**src/banked_dm_regs.svh**
```systemverilog
`ifndef BANKED_DM_REGS_SVH
`define BANKED_DM_REGS_SVH

// register offsets in the special function area
`define DM_PORT_A_ADDR     8'h00
`define DM_PTR_A_ADDR      8'h01
`define DM_PORT_B_ADDR     8'h02
`define DM_PTR_B_ADDR      8'h03
`define DM_BANK_ADDR       8'h04
`define DM_EEC_ADDR        8'h40

// bank layout
`define DM_SFR_TOP         8'h60
`define DM_B0_GP_START     8'h60
`define DM_B1_GP_START     8'h80
`define DM_GP0_DEPTH       9'h0a0
`define DM_GP_DEPTH        288

// fields and reset values
`define DM_BANK_BIT        0
`define DM_BANK_RST        1'b0
`define DM_PTR_RST         8'h00
`define DM_ZERO_BYTE       8'h00

// one bit per sfr address 00h..5fh
`define DM_UNUSED_MAP_DEF  96'hfff000000700_3f0022030000
`define DM_RO_MAP_DEF      96'h000000000000_000000000100

// request to read answer, in clock cycles
`define DM_RD_LATENCY      2

`endif

```
**src/banked_dm_pkg.sv**
```systemverilog
`include "banked_dm_regs.svh"

package banked_dm_pkg;

  typedef enum logic [3:0] {
    CLS_ZERO = 4'b0001,
    CLS_OWN  = 4'b0010,
    CLS_GP   = 4'b0100,
    CLS_EXT  = 4'b1000
  } access_cls_t;

  function automatic logic is_gp(input logic bank, input logic [7:0] addr);
    is_gp = bank ? (addr >= `DM_B1_GP_START) : (addr >= `DM_B0_GP_START);
  endfunction

  function automatic logic [8:0] gp_index(input logic bank, input logic [7:0] addr);
    if (bank) begin
      gp_index = 9'(addr - `DM_B1_GP_START) + `DM_GP0_DEPTH;
    end else begin
      gp_index = 9'(addr - `DM_B0_GP_START);
    end
  endfunction

  function automatic logic sfr_flag(input logic [95:0] map, input logic [7:0] addr);
    sfr_flag = (addr < `DM_SFR_TOP) ? map[addr[6:0]] : 1'b0;
  endfunction

  function automatic logic [7:0] merge_byte(input logic [7:0] old_v,
                                            input logic [7:0] new_v,
                                            input logic [7:0] mask);
    merge_byte = (old_v & ~mask) | (new_v & mask);
  endfunction

endpackage

```
**src/dm_addr_resolve.sv**
```systemverilog
`timescale 1ns/10ps
`include "banked_dm_regs.svh"

module dm_addr_resolve
  import banked_dm_pkg::*;
#(
  parameter logic [95:0] UNUSED_MAP = `DM_UNUSED_MAP_DEF
) (
  input  wire logic  [7:0] addr_i,
  input  wire logic  [7:0] mp_a_i,
  input  wire logic  [7:0] mp_b_i,
  input  wire logic        bank_i,
  output logic       [7:0] eff_addr_o,
  output logic             eff_bank_o,
  output logic             indirect_o,
  output access_cls_t      cls_o
);

  always_comb begin
    eff_addr_o = addr_i;
    eff_bank_o = 1'b0;
    indirect_o = 1'b0;
    if (addr_i == `DM_PORT_A_ADDR) begin
      eff_addr_o = mp_a_i;
      indirect_o = 1'b1;
    end else if (addr_i == `DM_PORT_B_ADDR) begin
      eff_addr_o = mp_b_i;
      eff_bank_o = bank_i;
      indirect_o = 1'b1;
    end
    cls_o = CLS_EXT;
    if (indirect_o && (eff_addr_o == `DM_PORT_A_ADDR || eff_addr_o == `DM_PORT_B_ADDR)) begin
      cls_o = CLS_ZERO;
    end else if (is_gp(eff_bank_o, eff_addr_o)) begin
      cls_o = CLS_GP;
    end else if (eff_bank_o && eff_addr_o >= `DM_SFR_TOP) begin
      cls_o = CLS_ZERO;
    end else if (eff_addr_o == `DM_PTR_A_ADDR || eff_addr_o == `DM_PTR_B_ADDR
                 || eff_addr_o == `DM_BANK_ADDR) begin
      cls_o = CLS_OWN;
    end else if (sfr_flag(UNUSED_MAP, eff_addr_o)) begin
      cls_o = CLS_ZERO;
    end
  end

endmodule // dm_addr_resolve

```
**src/dm_gp_ram.sv**
```systemverilog
`timescale 1ns/10ps
`include "banked_dm_regs.svh"

module dm_gp_ram
  import banked_dm_pkg::*;
#(
  parameter int DEPTH = `DM_GP_DEPTH,
  parameter int WIDTH = 8
) (
  input  wire logic                     clk_sys_i,
  input  wire logic                     we_i,
  input  wire logic [$clog2(DEPTH)-1:0] idx_i,
  input  wire logic [WIDTH-1:0]         wdata_i,
  input  wire logic [WIDTH-1:0]         wmask_i,
  output logic      [WIDTH-1:0]         rdata_o
);

  logic [WIDTH-1:0] mem_reg  [DEPTH];
  logic [WIDTH-1:0] mem_next [DEPTH];

  assign rdata_o = mem_reg[idx_i];

  // masked write keeps untouched bits for bit set and clear
  always_comb begin
    mem_next = mem_reg;
    if (we_i) begin
      mem_next[idx_i] = merge_byte(mem_reg[idx_i], wdata_i, wmask_i);
    end
  end

  // volatile storage, no reset
  always_ff @(posedge clk_sys_i) begin
    mem_reg <= mem_next;
  end

endmodule // dm_gp_ram

```
**src/banked_data_memory_map.sv**
```systemverilog
`timescale 1ns/10ps
`include "banked_dm_regs.svh"

module banked_data_memory_map
  import banked_dm_pkg::*;
#(
  parameter logic [95:0] UNUSED_MAP = `DM_UNUSED_MAP_DEF,
  parameter logic [95:0] RO_MAP     = `DM_RO_MAP_DEF
) (
  input  wire logic       clk_sys_i,
  input  wire logic       reset_i,
  input  wire logic       soft_reset_i,
  input  wire logic       wdt_pd_reset_i,
  input  wire logic       req_rd_i,
  input  wire logic       req_wr_i,
  input  wire logic [7:0] req_addr_i,
  input  wire logic [7:0] req_wdata_i,
  input  wire logic       bit_op_i,
  input  wire logic [2:0] bit_idx_i,
  input  wire logic       bit_val_i,
  input  wire logic [7:0] ext_rdata_i,
  output logic      [7:0] rd_data_o,
  output logic            rd_valid_o,
  output logic            bank_select_o,
  output logic            ext_rd_o,
  output logic            ext_wr_o,
  output logic      [7:0] ext_addr_o,
  output logic            ext_bank_o,
  output logic      [7:0] ext_wdata_o,
  output logic      [7:0] ext_wmask_o
);

  logic [7:0]  memory_pointer_a_reg;
  logic [7:0]  memory_pointer_a_next;
  logic [7:0]  memory_pointer_b_reg;
  logic [7:0]  memory_pointer_b_next;
  logic        bank_select_bit_reg;
  logic        bank_select_bit_next;

  logic [7:0]  eff_addr;
  logic        eff_bank;
  logic        indirect;
  access_cls_t cls;

  logic        rd_take;
  logic        wr_take;
  logic [7:0]  wmask;
  logic [7:0]  wbyte;
  logic [7:0]  own_val;
  logic [7:0]  old_byte;
  logic [7:0]  own_new;
  logic [8:0]  gp_idx;
  logic [7:0]  gp_rdata;

  logic        s1_rd_reg;
  logic        s1_rd_next;
  logic        s1_ext_reg;
  logic        s1_ext_next;
  logic [7:0]  s1_data_reg;
  logic [7:0]  s1_data_next;
  logic        rd_valid_reg;
  logic        rd_valid_next;
  logic [7:0]  rd_data_reg;
  logic [7:0]  rd_data_next;

  logic        ext_rd_reg;
  logic        ext_rd_next;
  logic        ext_wr_reg;
  logic        ext_wr_next;
  logic [7:0]  ext_addr_reg;
  logic [7:0]  ext_addr_next;
  logic        ext_bank_reg;
  logic        ext_bank_next;
  logic [7:0]  ext_wdata_reg;
  logic [7:0]  ext_wdata_next;
  logic [7:0]  ext_wmask_reg;
  logic [7:0]  ext_wmask_next;

  // write wins if both strobes are raised
  assign rd_take = req_rd_i && !req_wr_i;
  assign wr_take = req_wr_i;

  dm_addr_resolve #(
    .UNUSED_MAP (UNUSED_MAP)
  ) u_resolve (
    .addr_i     (req_addr_i),
    .mp_a_i     (memory_pointer_a_reg),
    .mp_b_i     (memory_pointer_b_reg),
    .bank_i     (bank_select_bit_reg),
    .eff_addr_o (eff_addr),
    .eff_bank_o (eff_bank),
    .indirect_o (indirect),
    .cls_o      (cls)
  );

  assign gp_idx = gp_index(eff_bank, eff_addr);

  dm_gp_ram #(
    .DEPTH (`DM_GP_DEPTH),
    .WIDTH (8)
  ) u_gp_ram (
    .clk_sys_i (clk_sys_i),
    .we_i      (wr_take && cls == CLS_GP),
    .idx_i     (gp_idx),
    .wdata_i   (wbyte),
    .wmask_i   (wmask),
    .rdata_o   (gp_rdata)
  );

  // bit operations turn into a one-bit write mask
  assign wmask = bit_op_i ? (8'h01 << bit_idx_i) : 8'hff;
  assign wbyte = bit_op_i ? {8{bit_val_i}} : req_wdata_i;

  always_comb begin
    case (eff_addr)
      `DM_PTR_A_ADDR: own_val = memory_pointer_a_reg;
      `DM_PTR_B_ADDR: own_val = memory_pointer_b_reg;
      `DM_BANK_ADDR:  own_val = {7'h00, bank_select_bit_reg};
      default:        own_val = `DM_ZERO_BYTE;
    endcase
  end

  always_comb begin
    case (cls)
      CLS_OWN: old_byte = own_val;
      CLS_GP:  old_byte = gp_rdata;
      default: old_byte = `DM_ZERO_BYTE;
    endcase
  end

  assign own_new = merge_byte(own_val, wbyte, wmask);

  // pointers and bank select
  always_comb begin
    memory_pointer_a_next = memory_pointer_a_reg;
    memory_pointer_b_next = memory_pointer_b_reg;
    bank_select_bit_next  = bank_select_bit_reg;
    if (wr_take && cls == CLS_OWN) begin
      case (eff_addr)
        `DM_PTR_A_ADDR: memory_pointer_a_next = own_new;
        `DM_PTR_B_ADDR: memory_pointer_b_next = own_new;
        `DM_BANK_ADDR:  bank_select_bit_next = own_new[`DM_BANK_BIT];
        default:        bank_select_bit_next = bank_select_bit_reg;
      endcase
    end
    if (soft_reset_i && !wdt_pd_reset_i) begin
      bank_select_bit_next = `DM_BANK_RST;
    end
  end

  always_ff @(posedge clk_sys_i or posedge reset_i) begin
    if (reset_i) begin
      memory_pointer_a_reg <= `DM_PTR_RST;
      memory_pointer_b_reg <= `DM_PTR_RST;
      bank_select_bit_reg  <= `DM_BANK_RST;
    end else begin
      memory_pointer_a_reg <= memory_pointer_a_next;
      memory_pointer_b_reg <= memory_pointer_b_next;
      bank_select_bit_reg  <= bank_select_bit_next;
    end
  end

  // read pipeline and peripheral sfr port
  always_comb begin
    s1_rd_next     = rd_take;
    s1_ext_next    = rd_take && cls == CLS_EXT;
    s1_data_next   = old_byte;
    rd_valid_next  = s1_rd_reg;
    rd_data_next   = rd_data_reg;
    if (s1_ext_reg) begin
      rd_data_next = ext_rdata_i;
    end else if (s1_rd_reg) begin
      rd_data_next = s1_data_reg;
    end
    ext_rd_next    = rd_take && cls == CLS_EXT;
    ext_wr_next    = wr_take && cls == CLS_EXT && !sfr_flag(RO_MAP, eff_addr);
    ext_addr_next  = ext_addr_reg;
    ext_bank_next  = ext_bank_reg;
    ext_wdata_next = ext_wdata_reg;
    ext_wmask_next = ext_wmask_reg;
    if ((rd_take || wr_take) && cls == CLS_EXT) begin
      ext_addr_next  = eff_addr;
      ext_bank_next  = eff_bank && eff_addr == `DM_EEC_ADDR;
      ext_wdata_next = wbyte;
      ext_wmask_next = wmask;
    end
  end

  always_ff @(posedge clk_sys_i or posedge reset_i) begin
    if (reset_i) begin
      s1_rd_reg     <= 1'b0;
      s1_ext_reg    <= 1'b0;
      s1_data_reg   <= `DM_ZERO_BYTE;
      rd_valid_reg  <= 1'b0;
      rd_data_reg   <= `DM_ZERO_BYTE;
      ext_rd_reg    <= 1'b0;
      ext_wr_reg    <= 1'b0;
      ext_addr_reg  <= `DM_ZERO_BYTE;
      ext_bank_reg  <= 1'b0;
      ext_wdata_reg <= `DM_ZERO_BYTE;
      ext_wmask_reg <= `DM_ZERO_BYTE;
    end else begin
      s1_rd_reg     <= s1_rd_next;
      s1_ext_reg    <= s1_ext_next;
      s1_data_reg   <= s1_data_next;
      rd_valid_reg  <= rd_valid_next;
      rd_data_reg   <= rd_data_next;
      ext_rd_reg    <= ext_rd_next;
      ext_wr_reg    <= ext_wr_next;
      ext_addr_reg  <= ext_addr_next;
      ext_bank_reg  <= ext_bank_next;
      ext_wdata_reg <= ext_wdata_next;
      ext_wmask_reg <= ext_wmask_next;
    end
  end

  assign rd_data_o     = rd_data_reg;
  assign rd_valid_o    = rd_valid_reg;
  assign bank_select_o = bank_select_bit_reg;
  assign ext_rd_o      = ext_rd_reg;
  assign ext_wr_o      = ext_wr_reg;
  assign ext_addr_o    = ext_addr_reg;
  assign ext_bank_o    = ext_bank_reg;
  assign ext_wdata_o   = ext_wdata_reg;
  assign ext_wmask_o   = ext_wmask_reg;
endmodule // banked_data_memory_map

```
**config.mk**
```make
export PLATFORM = sky130hd
export DESIGN_NAME = banked_data_memory_map
export DESIGN_NICKNAME = d
export VERILOG_FILES = /design/src/banked_dm_pkg.sv /design/src/dm_addr_resolve.sv /design/src/dm_gp_ram.sv /design/src/banked_data_memory_map.sv
export VERILOG_INCLUDE_DIRS = /design/src
export SDC_FILE = /design/constraint.sdc
export NUM_CORES = 2
export LEC_CHECK = 0
export ABC_AREA = 0
export BUFFER_PORTS_ARGS = -buffer_cell sky130_fd_sc_hd__buf_2
export CAP_MARGIN = 5
export CORE_AREA = 10 10 646 331
export CTS_BUF_LIST = sky130_fd_sc_hd__clkbuf_4 sky130_fd_sc_hd__clkbuf_8 sky130_fd_sc_hd__clkbuf_16
export DETAILED_ROUTE_END_ITERATION = 8
export DIE_AREA = 0 0 656 341
export GPL_TIMING_DRIVEN = 1
export MAX_ROUTING_LAYER = met4
export PLACE_DENSITY_LB_ADDON = 0.12
export SKIP_LAST_GASP = 1
export SYNTH_ARGS = -nofsm -noshare
export SYNTH_HDL_FRONTEND = slang
export SYNTH_SLANG_ARGS = --single-unit
export TNS_END_PERCENT = 20
```
**constraint.sdc**
```tcl
create_clock -name clk_sys_i -period 22.6 [get_ports clk_sys_i]
set_clock_uncertainty 0.1 [all_clocks]
set_input_delay 1.13 -clock clk_sys_i [delete_from_list [all_inputs] [get_ports clk_sys_i]]
set_output_delay 1.13 -clock clk_sys_i [all_outputs]
set_load 0.01 [all_outputs]
```
==> flow_summary.json <==
{
  "rsz0062_at_grt": "false",
  "die_area_um2": 223700,
  "cp_max_fo": 120,
  "drc_errors": 0,
  "ir_worst_vdd_uv": 62.81,
  "post_cts_buffers": 0,
  "grt_max_degree": 216,
  "io_pins": 72,
  "cp.required_ns": 23.02,
  "place_congestion": 0.9442,
  "wl_met2_mm": 134.6,
  "slowest_delay_ns": 0.92,
  "hold_violations": 0,
  "port_buffers": 71,
  "drv_slew": 131,
  "die_x_um": 656,
  "crit_family": "buffers and inverters",
  "htreeDepth": 4,
  "antenna_found_initial": 41,
  "critPathBufInv": 6,
  "ys_async_sr_fraction_pct": 2.620,
  "worstMarginPinSlew_ns": 1.699,
  "wl_met1_mm": 150.4,
  "route.met3.wl_mm": 61.97,
  "routed.top_layer": "met4",
  "ys_types": 87,
  "grt_overflow_total": 0,
  "cts_root_buffer": "clkbuf_16",
  "final_common_cell": "edfxtp_1",
  "avgSynthCellArea_um2": 14.58,
  "timing.final.crit_share_pct": 44.88,
  "critPathSlowestCell": "a2111oi_0",
  "leakagePower_nw": 34.62,
  "maxSlewHeadroom_pct": -13.29,
  "tns_ns": 0,
  "yosysWarnings": 0,
  "syn_inst": 6486,
  "routed_via_density": 6.699,
  "drive_gt1_share_pct": 11.45,
  "cts_tree": "built",
  "final_cell_count_no_fill": 9454,
  "synth_edf_count": 2304,
  "hold_class": "input pin to register",
  "fmax_ghz": 0.09859,
  "largest_reg_flops": 2304,
  "seq_area_frac_synth_pct": 74.79,
  "cts_buffer_depth": 4,
  "area_delta_synth_final_pct": 10.94,
  "startpoint_type": "input pin",
  "antenna_left": 0,
  "cp-end-kind": "register",
  "multi_input_area_um2": 22110,
  "cp_cell_sequence": "buf_2, or4_1, or3_4, nand2_8, buf_12, buf_4, a211oi_1, a2111oi_0, a31oi_1, a2111oi_0, a2bb2oi_1, o211ai_1, mux2i_4, buf_4, buf_4, buf_4",
  "die_y_um": 341,
  "dpl.cell_count": 9064,
  "path_common_cell": "buf_4",
  "ys_ff_latch": 2366,
  "core-area_um2": 202300,
  "wl_per_cell_um": 37.80,
  "grt_pass1_wl_mm": 486.6,
  "drt_wl_total_mm": 357.4,
  "rows": 117,
  "cts_made_buffers": 206,
  "num_vias": 63340,
  "failed_checks": "max-slew violations",
  "drtIter0Drc": 12280,
  "final_nets": 6575,
  "cts.sinks": 2366,
  "hpwl_mm": 219.2,
  "crit_type": "input pin to register",
  "cp.arrival_ns": 10.56,
  "track_usage_pct": 31.71,
  "cts_resized": 0,
  "grt_pass1_vias": 56830,
  "filler_cell_count": 16800,
  "synth_area_um2": 94580,
  "clock_latency_ns": 0.88,
  "status": "finished with violations",
  "synth_ff_type": "edfxtp_1",
  "seqCellArea_um2": 70740,
  "finalSetupViolations": 0,
  "fin_crit_ns": 10.14,
  "holdBufCountCts": 0,
  "clk_pin_slew_worst_paths_ns": 0.07,
  "layout_common_cells": "edfxtp_1, nand2_1, mux2i_1",
  "drv_cap": 0,
  "synth_nets": 6525,
  "dr.pass1.iters": 7,
  "initial_core_util_pct": 46.75,
  "p_per_area_nw_per_um2": 88.41
}
==> power breakdown <==
group / switching, mW / internal [mW] / leakage (nW) / total (mW)
sequential: 0.00929 / 4.97 / 21.5 / 4.98
clock: 1.63 / 1.88 / 3.22 / 3.51
combinational: 0.634 / 0.151 / 9.86 / 0.785
total: 2.27 / 7.01 / 34.6 / 9.28
==> logic make-up (layout without fill, tap and decap cells) <==
logic type	Yosys count	count (layout)	share of synthesized area (%)
muxes	427	427	4.706
and+or+nand+nor	2148	2148	9.875
DFF	2366	2366	74.79
buffers and inverters	465	670	2.326
adders and majority gates	4	4	0.05292
xor gates and xnor gates	1	1	0.009262
other	0	26	0
AOI/OAI and AO/OA	1075	1075	8.240
==> worst paths after layout <==
kind,start,end,slack [ns],cells past startpoint
max in group asynchronous,reset_i,memory_pointer_b_reg[4]$_DFFE_PP0P_,21.42,3
worst min-delay path,soft_reset_i,bank_select_o$_DFFE_PP0P_,0.35,2
worst max-delay path,req_addr_i[0],u_gp_ram.mem_reg[795]$_DFFE_PP_,12.46,16
min in group asynchronous,reset_i,rd_data_o[4]$_DFFE_PP0P_,0.37,3
worst max register to register,memory_pointer_b_reg[1]$_DFFE_PP0P_,u_gp_ram.mem_reg[795]$_DFFE_PP_,12.68,16
worst min register to register,ext_wmask_o[2]$_DFFE_PP0P_,ext_wmask_o[2]$_DFFE_PP0P_,0.40,1
==> final cells by class <==
type | count | share of cell area, %
Sequential cell | 2366 | 67.41
Multi-Input combinational cell | 3655 | 21.07
Clock buffer | 269 | 5.461
Tap cell | 2737 | 3.264
Timing Repair Buffer | 288 | 2.034
Clock inverter | 94 | 0.6248
Inverter | 19 | 0.06797
Antenna cell | 26 | 0.06201
==> through the flow <==
| stage | worst slack, ns | hold slack [ns] | instance area (um2) | power (mW) | util [%] |
|---|---|---|---|---|---|
| 3_5_place_dp | 11.98 | 0.3841 | 98470 | 5.829 | 48.67 |
| 2_1_floorplan | 4.119 | 0.2519 | 94580 | 5.530 | - |
| 4_1_cts | 12.87 | 0.3133 | 104900 | 9.241 | 51.83 |
| 3_3_place_gp | 11.65 | 0.3745 | 98430 | 5.817 | 48.65 |
| 6_report | 12.46 | 0.3465 | 104900 | 9.276 | 51.87 |
| 5_1_grt | 12.38 | 0.3338 | 104900 | 9.477 | 51.86 |
==> metal layers <==
layer / up-vias / GRT usage, %
met5: - / -
met4: 0 / 7.912
met3: 651 / 13.72
met2: 5104 / 38.61
met1: 32390 / 47.47
li1: 25200 / -
==> cells in the mapped netlist (all sizes together), types with 132 or more instances <==
library cell	count	area share [%]
a211oi	157	1.3
clkbuf	198	0.79
a21oi	137	0.72
nand2	1146	4.6
edfxtp	2304	73
mux2i	367	3.9
nor2	368	1.5
a32oi	141	1.3
and3	185	1.2
o21ai	132	0.70
nand3	303	1.6
buf	248	1.5
No activity file was read; power rests on OpenSTA's default activity.
